===== src/hdl/lccf_consts.svh =====
/*
 * Register indices, field positions, reset values and filter limits of the
 * limit comparator control and filter block.
 * Assumes a 32-bit APB where byte address = 4 x register index.
 */
`ifndef LCCF_CONSTS_SVH
`define LCCF_CONSTS_SVH

// ****************************************************************
// Register indices (byte address is four times the index)
// ****************************************************************
`define LCCF_IDX_CTRL_ZERO 14'h1879
`define LCCF_IDX_CTRL_ONE 14'h187A
`define LCCF_IDX_FILT_PER 14'h187B
`define LCCF_IDX_STAT_CTRL 14'h187C

// ****************************************************************
// Control register one fields
// ****************************************************************
`define LCCF_CR1_SAMPLE 7
`define LCCF_CR1_WINDOW 6
`define LCCF_CR1_RSVD 5
`define LCCF_CR1_SPEED 4
`define LCCF_CR1_INVERT 3
`define LCCF_CR1_SOURCE 2
`define LCCF_CR1_PIN_DRIVE 1
`define LCCF_CR1_ENABLE 0

// ****************************************************************
// Control register zero fields
// ****************************************************************
`define LCCF_CR0_CNT_LSB 4
`define LCCF_CR0_CNT_MSB 6
`define LCCF_CR0_HYST 0

// ****************************************************************
// Status register fields and reset values
// ****************************************************************
`define LCCF_SCR_OUT 0
`define LCCF_RESET_BYTE 8'h00
`define LCCF_CNT_OFF 3'h0
`define LCCF_CNT_ONE 3'h1

`endif


===== src/hdl/lccf_pkg.sv =====
/*
 * Types of the limit comparator control and filter block.
 * Assumes lccf_consts.svh supplies the numeric constants.
 */
package lccf_pkg;

   typedef logic [7:0] lccf_byte_t;
   typedef logic [2:0] lccf_cnt_t;

   // Where filter samples come from.
   typedef enum logic {
      LCCF_SRC_PERIOD = 1'b0,
      LCCF_SRC_STROBE = 1'b1
   } lccf_src_t;

endpackage : lccf_pkg


===== src/hdl/lccf_ctrl.sv =====
/*
 * APB register bank and output filter for one limit comparator channel.
 * Assumes a zero-wait APB master on clk and a raw comparator result that is
 * asynchronous to clk; the analog core and reference DAC sit outside.
 */
// Function
// - A write that sets both mode selects keeps the sampling select and clears the window select.
// - Bit 5 of control register one is read-only zero and ignores writes.
// - The speed bit selects low-speed comparison at zero and high-speed at one.
// - The polarity bit passes the result at zero and inverts it at one.
// - With pin drive zero the polarity bit is shown as output on the pin and status bit.
// - The output source select is stuck at zero so the output is the filtered result.
// - The pin drive bit is stuck at zero so the output never drives its pin.
// - The enable bit turns the comparator off at zero and on at one.
// - With sampling select zero the period field sets bus cycles between filter samples.
// - With sampling select zero, a filter period of zero disables the output filter.
// - With sampling select one the period is ignored and the external strobe samples.
// - A new output state is taken after the programmed count of agreeing samples, zero is off; with sampling select one a zero count holds the output at zero.
`timescale 1ns/10ps
`include "lccf_consts.svh"

module lccf_ctrl #(
   parameter int ADDR_W = 16
) (
   input wire logic clk,
   input wire logic reset,
   input wire logic psel,
   input wire logic penable,
   input wire logic pwrite,
   input wire logic [ADDR_W-1:0] paddr,
   input wire logic [31:0] pwdata,
   input wire logic [3:0] pstrb,
   output logic [31:0] prdata,
   output logic pready,
   output logic pslverr,
   input wire logic raw_result,
   input wire logic sample_strobe,
   output logic filtered_result,
   output logic comparator_pin_output,
   output logic comparator_pin_oe,
   output logic comparator_enable,
   output logic high_speed_mode,
   output logic window_mode,
   output logic hysteresis_level
);
   import lccf_pkg::*;

   // ****************************************************************
   // Bus decode
   // ****************************************************************
   wire logic [13:0] word_idx = paddr[15:2];
   wire logic access = psel && penable;
   wire logic wr_lane = access && pwrite && pstrb[0];
   wire logic hit_cr0 = (word_idx == `LCCF_IDX_CTRL_ZERO);
   wire logic hit_cr1 = (word_idx == `LCCF_IDX_CTRL_ONE);
   wire logic hit_fpr = (word_idx == `LCCF_IDX_FILT_PER);
   wire logic hit_scr = (word_idx == `LCCF_IDX_STAT_CTRL);
   wire logic hit_any = hit_cr0 || hit_cr1 || hit_fpr || hit_scr;
   wire logic wr_cr0 = wr_lane && hit_cr0;
   wire logic wr_cr1 = wr_lane && hit_cr1;
   wire logic wr_fpr = wr_lane && hit_fpr;

   lccf_byte_t cr0_q;
   lccf_byte_t cr1_q;
   lccf_byte_t fpr_q;
   lccf_byte_t cr1_d;
   lccf_byte_t cr0_d;
   lccf_byte_t scr_rd;
   lccf_byte_t rd_byte;

   // Writable bits only; source select, pin drive and bit 5 never store.
   wire logic wr_sample = pwdata[`LCCF_CR1_SAMPLE];
   wire logic wr_window = pwdata[`LCCF_CR1_WINDOW] && !wr_sample;
   assign cr1_d = {wr_sample, wr_window, 1'b0,
                   pwdata[`LCCF_CR1_SPEED], pwdata[`LCCF_CR1_INVERT],
                   1'b0, 1'b0,
                   pwdata[`LCCF_CR1_ENABLE]};
   assign cr0_d = {1'b0, pwdata[`LCCF_CR0_CNT_MSB:`LCCF_CR0_CNT_LSB], 3'b000,
                   pwdata[`LCCF_CR0_HYST]};

   always_ff @(posedge clk or posedge reset)
   begin
      if (reset)
      begin
         cr0_q <= `LCCF_RESET_BYTE;
         cr1_q <= `LCCF_RESET_BYTE;
         fpr_q <= `LCCF_RESET_BYTE;
      end
      else
      begin
         if (wr_cr0)
            cr0_q <= cr0_d;
         if (wr_cr1)
            cr1_q <= cr1_d;
         if (wr_fpr)
            fpr_q <= pwdata[7:0];
      end
   end

   // ****************************************************************
   // Control fields
   // ****************************************************************
   wire logic en = cr1_q[`LCCF_CR1_ENABLE];
   wire logic invert = cr1_q[`LCCF_CR1_INVERT];
   wire lccf_src_t src = lccf_src_t'(cr1_q[`LCCF_CR1_SAMPLE]);
   wire lccf_cnt_t flt_cnt = cr0_q[`LCCF_CR0_CNT_MSB:`LCCF_CR0_CNT_LSB];

   assign comparator_enable = en;
   assign high_speed_mode = cr1_q[`LCCF_CR1_SPEED];
   assign window_mode = cr1_q[`LCCF_CR1_WINDOW];
   assign hysteresis_level = cr0_q[`LCCF_CR0_HYST];

   // ****************************************************************
   // Synchroniser and polarity
   // ****************************************************************
   logic sync1_q;
   logic sync2_q;

   always_ff @(posedge clk or posedge reset)
   begin
      if (reset)
      begin
         sync1_q <= 1'b0;
         sync2_q <= 1'b0;
      end
      else
      begin
         sync1_q <= raw_result;
         sync2_q <= sync1_q;
      end
   end

   wire logic sample_val = sync2_q ^ invert;

   // ****************************************************************
   // Sample timing
   // ****************************************************************
   lccf_byte_t per_cnt_q;
   wire logic period_off = (fpr_q == `LCCF_RESET_BYTE);
   wire logic period_tick = en && !period_off && (per_cnt_q == `LCCF_RESET_BYTE);
   wire logic sample_tick = (src == LCCF_SRC_STROBE) ? (en && sample_strobe)
                                                      : period_tick;
   // A zero count, or a zero period in period mode, bypasses the filter.
   wire logic bypass = (flt_cnt == `LCCF_CNT_OFF) || ((src == LCCF_SRC_PERIOD) && period_off);

   always_ff @(posedge clk or posedge reset)
   begin
      if (reset)
         per_cnt_q <= `LCCF_RESET_BYTE;
      else if (!en || period_off || period_tick)
         per_cnt_q <= fpr_q - 8'h01;
      else
         per_cnt_q <= per_cnt_q - 8'h01;
   end

   // ****************************************************************
   // Consecutive-sample filter
   // ****************************************************************
   lccf_cnt_t agree_q;
   lccf_cnt_t agree_d;
   logic cand_q;
   logic held_q;
   logic held_d;
   logic cand_d;
   lccf_cnt_t agree_inc;

   // Clearing the count on a sample that matches the held state keeps a glitch
   // from half-filling the counter for a later transition.
   always_comb
   begin
      agree_inc = (sample_val == cand_q) ? agree_q + `LCCF_CNT_ONE : `LCCF_CNT_ONE;
      agree_d = agree_q;
      cand_d = cand_q;
      held_d = held_q;
      if (sample_tick)
      begin
         if (sample_val == held_q)
            agree_d = `LCCF_CNT_OFF;
         else if (agree_inc >= flt_cnt)
         begin
            held_d = sample_val;
            agree_d = `LCCF_CNT_OFF;
         end
         else
         begin
            agree_d = agree_inc;
            cand_d = sample_val;
         end
      end
   end

   always_ff @(posedge clk or posedge reset)
   begin
      if (reset)
      begin
         agree_q <= `LCCF_CNT_OFF;
         cand_q <= 1'b0;
         held_q <= 1'b0;
      end
      else if (!en || bypass)
      begin
         agree_q <= `LCCF_CNT_OFF;
         cand_q <= 1'b0;
         held_q <= 1'b0;
      end
      else
      begin
         agree_q <= agree_d;
         cand_q <= cand_d;
         held_q <= held_d;
      end
   end

   logic out_q;
   logic out_d;

   // A zero count in strobe mode is an illegal setting that yields zero.
   always_comb
   begin
      if (!en)
         out_d = invert;
      else if (flt_cnt == `LCCF_CNT_OFF && src == LCCF_SRC_STROBE)
         out_d = 1'b0;
      else if (bypass)
         out_d = sample_val;
      else
         out_d = held_q;
   end

   always_ff @(posedge clk or posedge reset)
   begin
      if (reset)
         out_q <= 1'b0;
      else
         out_q <= out_d;
   end

   assign filtered_result = out_q;
   // The pin drive bit cannot be set, so the pin and status bit show the polarity bit.
   assign comparator_pin_output = invert;
   assign comparator_pin_oe = cr1_q[`LCCF_CR1_PIN_DRIVE];

   // ****************************************************************
   // Read mux and answer
   // ****************************************************************
   assign scr_rd = {7'b000_0000, invert};
   assign rd_byte = hit_cr0 ? cr0_q :
                    hit_cr1 ? cr1_q :
                    hit_fpr ? fpr_q :
                    hit_scr ? scr_rd : `LCCF_RESET_BYTE;
   assign prdata = {24'h00_0000, rd_byte};
   assign pready = 1'b1;
   assign pslverr = access && !hit_any;

   // ****************************************************************
   // Assertions
   // ****************************************************************
   property p_both_sel;
      @(posedge clk) disable iff (reset)
      (wr_cr1 && pwdata[7] && pwdata[6]) |=> (cr1_q[7] && !cr1_q[6]);
   endproperty
   a_both_sel: assert property (p_both_sel) else $error("both selects kept");

   property p_rsvd_zero;
      @(posedge clk) disable iff (reset)
      (access && !pwrite && hit_cr1) |-> (prdata[5] == 1'b0);
   endproperty
   a_rsvd_zero: assert property (p_rsvd_zero) else $error("bit 5 read nonzero");

   property p_speed;
      @(posedge clk) disable iff (reset)
      wr_cr1 |=> (high_speed_mode == $past(pwdata[4]));
   endproperty
   a_speed: assert property (p_speed) else $error("speed bit not taken");

   property p_pin_polarity;
      @(posedge clk) disable iff (reset)
      (access && !pwrite && hit_scr) |-> (prdata[0] == comparator_pin_output)
         && (comparator_pin_output == cr1_q[3]);
   endproperty
   a_pin_polarity: assert property (p_pin_polarity) else $error("polarity not shown");

   property p_no_drive;
      @(posedge clk) disable iff (reset)
      wr_cr1 |=> !comparator_pin_oe && !cr1_q[2];
   endproperty
   a_no_drive: assert property (p_no_drive) else $error("stuck bits stored");

   property p_sync;
      @(posedge clk) disable iff (reset)
      $past(!reset, 2) |-> (sync2_q == $past(raw_result, 2));
   endproperty
   a_sync: assert property (p_sync) else $error("sync delay wrong");

   property p_off_clear;
      @(posedge clk) disable iff (reset)
      !en |=> (agree_q == 3'h0) && !held_q && (filtered_result == $past(invert));
   endproperty
   a_off_clear: assert property (p_off_clear) else $error("filter not cleared");

   // Leaving period mode cancels a pending wait, since no further tick is owed then.
   property p_period;
      @(posedge clk) disable iff (reset || !en || period_off || src != LCCF_SRC_PERIOD)
      (en && src == LCCF_SRC_PERIOD && !period_off && !wr_fpr && !wr_cr1)
         |-> ##[0:255] sample_tick;
   endproperty
   a_period: assert property (p_period) else $error("no periodic sample");

   property p_strobe;
      @(posedge clk) disable iff (reset)
      (en && src == LCCF_SRC_STROBE) |-> (sample_tick == sample_strobe);
   endproperty
   a_strobe: assert property (p_strobe) else $error("strobe not used");

   property p_held_tick;
      @(posedge clk) disable iff (reset)
      (en && !bypass && !$past(!en) && $changed(held_q)) |-> $past(sample_tick);
   endproperty
   a_held_tick: assert property (p_held_tick) else $error("held changed untimed");

   property p_held_hold;
      @(posedge clk) disable iff (reset)
      (en && !bypass && !sample_tick) |=> $stable(held_q);
   endproperty
   a_held_hold: assert property (p_held_hold) else $error("held moved without sample");

   property p_bypass;
      @(posedge clk) disable iff (reset)
      (en && src == LCCF_SRC_PERIOD && period_off)
         |=> (filtered_result == $past(sync2_q ^ invert));
   endproperty
   a_bypass: assert property (p_bypass) else $error("bypass output wrong");

   // An illegal zero count in strobe mode must not let the raw result through.
   property p_strobe_zero;
      @(posedge clk) disable iff (reset)
      (en && src == LCCF_SRC_STROBE && flt_cnt == `LCCF_CNT_OFF) |=> !filtered_result;
   endproperty
   a_strobe_zero: assert property (p_strobe_zero) else $error("zero count output set");

   c_both: cover property (@(posedge clk) wr_cr1 && pwdata[7] && pwdata[6]);
   c_accept: cover property (@(posedge clk) $rose(held_q));
   c_strobe: cover property (@(posedge clk) en && src == LCCF_SRC_STROBE && sample_strobe);
   c_unmapped: cover property (@(posedge clk) pslverr);
   c_period: cover property (@(posedge clk) period_tick && !bypass);

endmodule : lccf_ctrl


===== config.mk =====
export PLATFORM = sky130hd
export DESIGN_NAME = lccf_ctrl
export DESIGN_NICKNAME = d
export VERILOG_FILES = /design/src/hdl/lccf_pkg.sv /design/src/hdl/lccf_ctrl.sv
export VERILOG_INCLUDE_DIRS = /design/src /design/src/hdl
export SDC_FILE = /design/constraint.sdc
export NUM_CORES = 1
export LEC_CHECK = 0
export BUFFER_PORTS_ARGS = -buffer_cell sky130_fd_sc_hd__buf_2
export CORE_ASPECT_RATIO = 1.25
export CORE_UTILIZATION = 47
export CTS_CLUSTER_DIAMETER = 100
export DETAILED_ROUTE_END_ITERATION = 8
export HOLD_SLACK_MARGIN = 0.02
export MAX_ROUTING_LAYER = met4
export PLACE_DENSITY = 0.78
export SYNTH_ARGS = -nofsm -noshare
export SYNTH_HDL_FRONTEND = slang
export SYNTH_SLANG_ARGS = --single-unit

===== constraint.sdc =====
create_clock -name clk -period 2.8 [get_ports clk]
set_clock_uncertainty 0.05 [all_clocks]
set_input_delay 0.28 -clock clk [delete_from_list [all_inputs] [get_ports clk]]
set_output_delay 0.28 -clock clk [all_outputs]
set_load 0.05 [all_outputs]

==> impl_metrics.json <==
{
  "post_drt_wl_per_cell_um": 14.3,
  "yosysTopAreaCell": "dfrtp_1",
  "path_class": "flip-flop to flip-flop",
  "cpPeakStageDelay_ns": 0.42,
  "netlist_instances": 218,
  "synth-seq-cells": 33,
  "syn_to_final_growth_pct": 14.9,
  "nets": 333,
  "synth_ff_type": "dfrtp_1",
  "initial_core_util_pct": 49.8,
  "synth-edff-count": 0,
  "max_slew.worst_pin.slew_ns": 0.511,
  "hold_class": "input port to async pin",
  "p_total_mw": 1.08,
  "clk_latency_ns": 0.29,
  "grt_pass1_wl_um": 8060,
  "crit_fanout": 5,
  "core-area_um2": 4460,
  "leakagePower_nw": 1.26,
  "r2r_end": "cand_q$_DFFE_PP0P_",
  "drt_iter0_markers": 33,
  "yosysSeqAreaShare_pct": 37.2,
  "die_w_um": 63.5,
  "whs_ns": 0.0249,
  "slew_headroom_pct": 65.9,
  "fmax_mhz": 398,
  "report.final.slew_viol_count": 0,
  "synthArstFlopShare_pct": 100,
  "ant_nets": 0,
  "placed_area_um2": 2430,
  "cts_inserted_buffers": 5,
  "antenna_cells": 0,
  "via_per_inst": 5.27,
  "stdcell_area_um2": 2550,
  "syn_avg_cell_area_um2": 10.2,
  "fin_cells": 328,
  "clock_path_buffers": 2,
  "firstDrtPassIters": 4,
  "hpwl_um": 3580,
  "ys_types": 43,
  "ys_top_cells_by_area": "dfrtp_1 (37%), buf_4 (8.8%), mux2_2 (8.6%)",
  "regToRegSetupSlack_ns": 0.29,
  "cp_common_cell": "a21o_1",
  "rsz0062_at_grt": "false",
  "worst_slack_ns": 0.287,
  "setup_viol": 0,
  "setup_tns_ns": 0,
  "grt_overflow": 0,
  "htree_levels": 2,
  "arrival_ns": 2.62,
  "ctsRootBufferMaster": "clkbuf_8",
  "status": "complete, no violations",
  "drc": 0,
  "ir_worst_vdd_uv": 321,
  "finalCritPeriodShare_pct": 89.8,
  "synth_top_area_share_pct": 37.2,
  "synth.most_common_cell": "dfrtp_1",
  "yosys_warnings": 0,
  "dr_total_vias": 1729,
  "clk_pin_slew_worst_paths_ns": 0.07,
  "grt_pass1_vias": 1787,
  "drive_above_1_share_pct": 31.1,
  "io_buffers": 44,
  "grt_use_total_pct": 21.5,
  "worst_path_max_delay_cell": "dfrtp_1",
  "grt_max_degree": 34,
  "place_inst": 320,
  "crit_required_ns": 2.91,
  "worst_setup_path_start_kind": "flip-flop",
  "finalHoldViolCount": 0,
  "p_per_area_nw_per_um2": 424,
  "dp_slack_ns": 0.187,
  "cts_tree": "built",
  "routed_wl_um": 4680,
  "endpoint_kind": "flip-flop",
  "io_pins": 100,
  "min_period_ns": 2.51,
  "gp_congestion": 0.897,
  "r2r_start": "cr1_q[3]$_DFFE_PP0P_",
  "cts.sink_count": 33,
  "die_h_um": 78.9,
  "cap_violations": 0,
  "rows": 27,
  "fillerInstances": 410,
  "syn_area_um2": 2220,
  "synth_common_cells": "dfrtp_1 (33), buf_4 (26), mux2_2 (17)",
  "hold_buffers": 0,
  "path_cells": "xor2_2 -> xnor2_1 -> and2_1 -> ha_1 -> nand2b_1 -> a21o_1 -> a21o_1 -> o311ai_0 -> o211ai_1",
  "r2r_cells": 9,
  "finish.utilization_pct": 57.2,
  "antenna_found_initial": 0,
  "die_area_um2": 5010,
  "postCtsSetupRepairBufs": 0
}
cells by family after synthesis:
group                      count (synthesis)  synth area share [%]
muxes                                     27                  13.1
and+or+nand+nor                           58                  17.8
adders and majority gates                  5                  2.82
DFF                                       33                  37.2
xor gates and xnor gates                  13                  5.13
AOI/OAI and AO/OA                         41                  12.6
buffers and inverters                     39                  11.0
other                                      2                 0.338
cells in the final DEF, fill, tap and decap left out, drive strengths merged, types with 7 or more instances in the layout:
master  netlist  layout
buf          26      47
dfrtp        33      33
conb          2      26
mux2         17      17
nand2        15      15
o21ai        13      13
inv          12      12
mux2i        10      10
a21oi        10      10
xnor2         8       8
nor2          8       8
clkbuf        1       7
where the power goes:
part           switching (mW)  internal, mW
logic                   0.108        0.0230
registers             0.00128         0.478
clock network           0.181         0.290
critical path, delay by kind of cell, from the launching register on:
kind                     cells  cell delay [ns]
XOR/XNOR                     2             0.53
AND/OR/NAND/NOR              2             0.34
adder cells (fa/ha/maj)      1             0.22
AO/OA/AOI/OAI                4             0.82
flip-flops                   1             0.42
how the worst max path moves through the flow:
stage	start	endpoint	slack (ns)	cells past startpoint
after floorplan	cr1_q[3]$_DFFE_PP0P_	cand_q$_DFFE_PP0P_	0.09	9
after global placement	sync2_q$_DFF_PP0_	cand_q$_DFFE_PP0P_	0.29	9
after detailed placement	cr1_q[3]$_DFFE_PP0P_	cand_q$_DFFE_PP0P_	0.19	9
after CTS	cr1_q[3]$_DFFE_PP0P_	cand_q$_DFFE_PP0P_	0.17	9
after global routing	cr1_q[3]$_DFFE_PP0P_	cand_q$_DFFE_PP0P_	0.10	9
final	cr1_q[3]$_DFFE_PP0P_	cand_q$_DFFE_PP0P_	0.29	9
cell type report:
class                           instances  area, um2  share of cell area (%)
Clock buffer                            7       86.3                    3.38
Clock inverter                          1       30.0                    1.18
Inverter                               12       45.0                    1.77
Multi-Input combinational cell        170       1250                    48.9
Sequential cell                        33        826                    32.4
Tap cell                               58       72.6                    2.84
Timing Repair Buffer                   47        243                    9.51
routing by layer:
metal	share of wire [%]	GRT usage, %	routed length (um)	vias up
met4	3.1	11.6	145	0
met2	52	37.9	2410	55
met5	0	-	0	-
met1	42	23.0	1940	833
met3	3.7	3.16	174	14
li1	-	-	-	827
flip-flops by register name (all words and copies together) (netlist names):
| register | flops |
|---|---|
| agree_q | 3 |
| held_q | 1 |
| sync2_q | 1 |
| cand_q | 1 |
| cr0_q | 4 |
| sync1_q | 1 |
| fpr_q | 8 |
| filtered_result | 1 |
| per_cnt_q | 8 |
| cr1_q | 5 |
timing repair:
item	in CTS	in global routing
setup endpoints to repair	0	1
endpoints found under the hold margin	0	0
gates resized for setup	0	1
(Power assumes the default switching activity.)
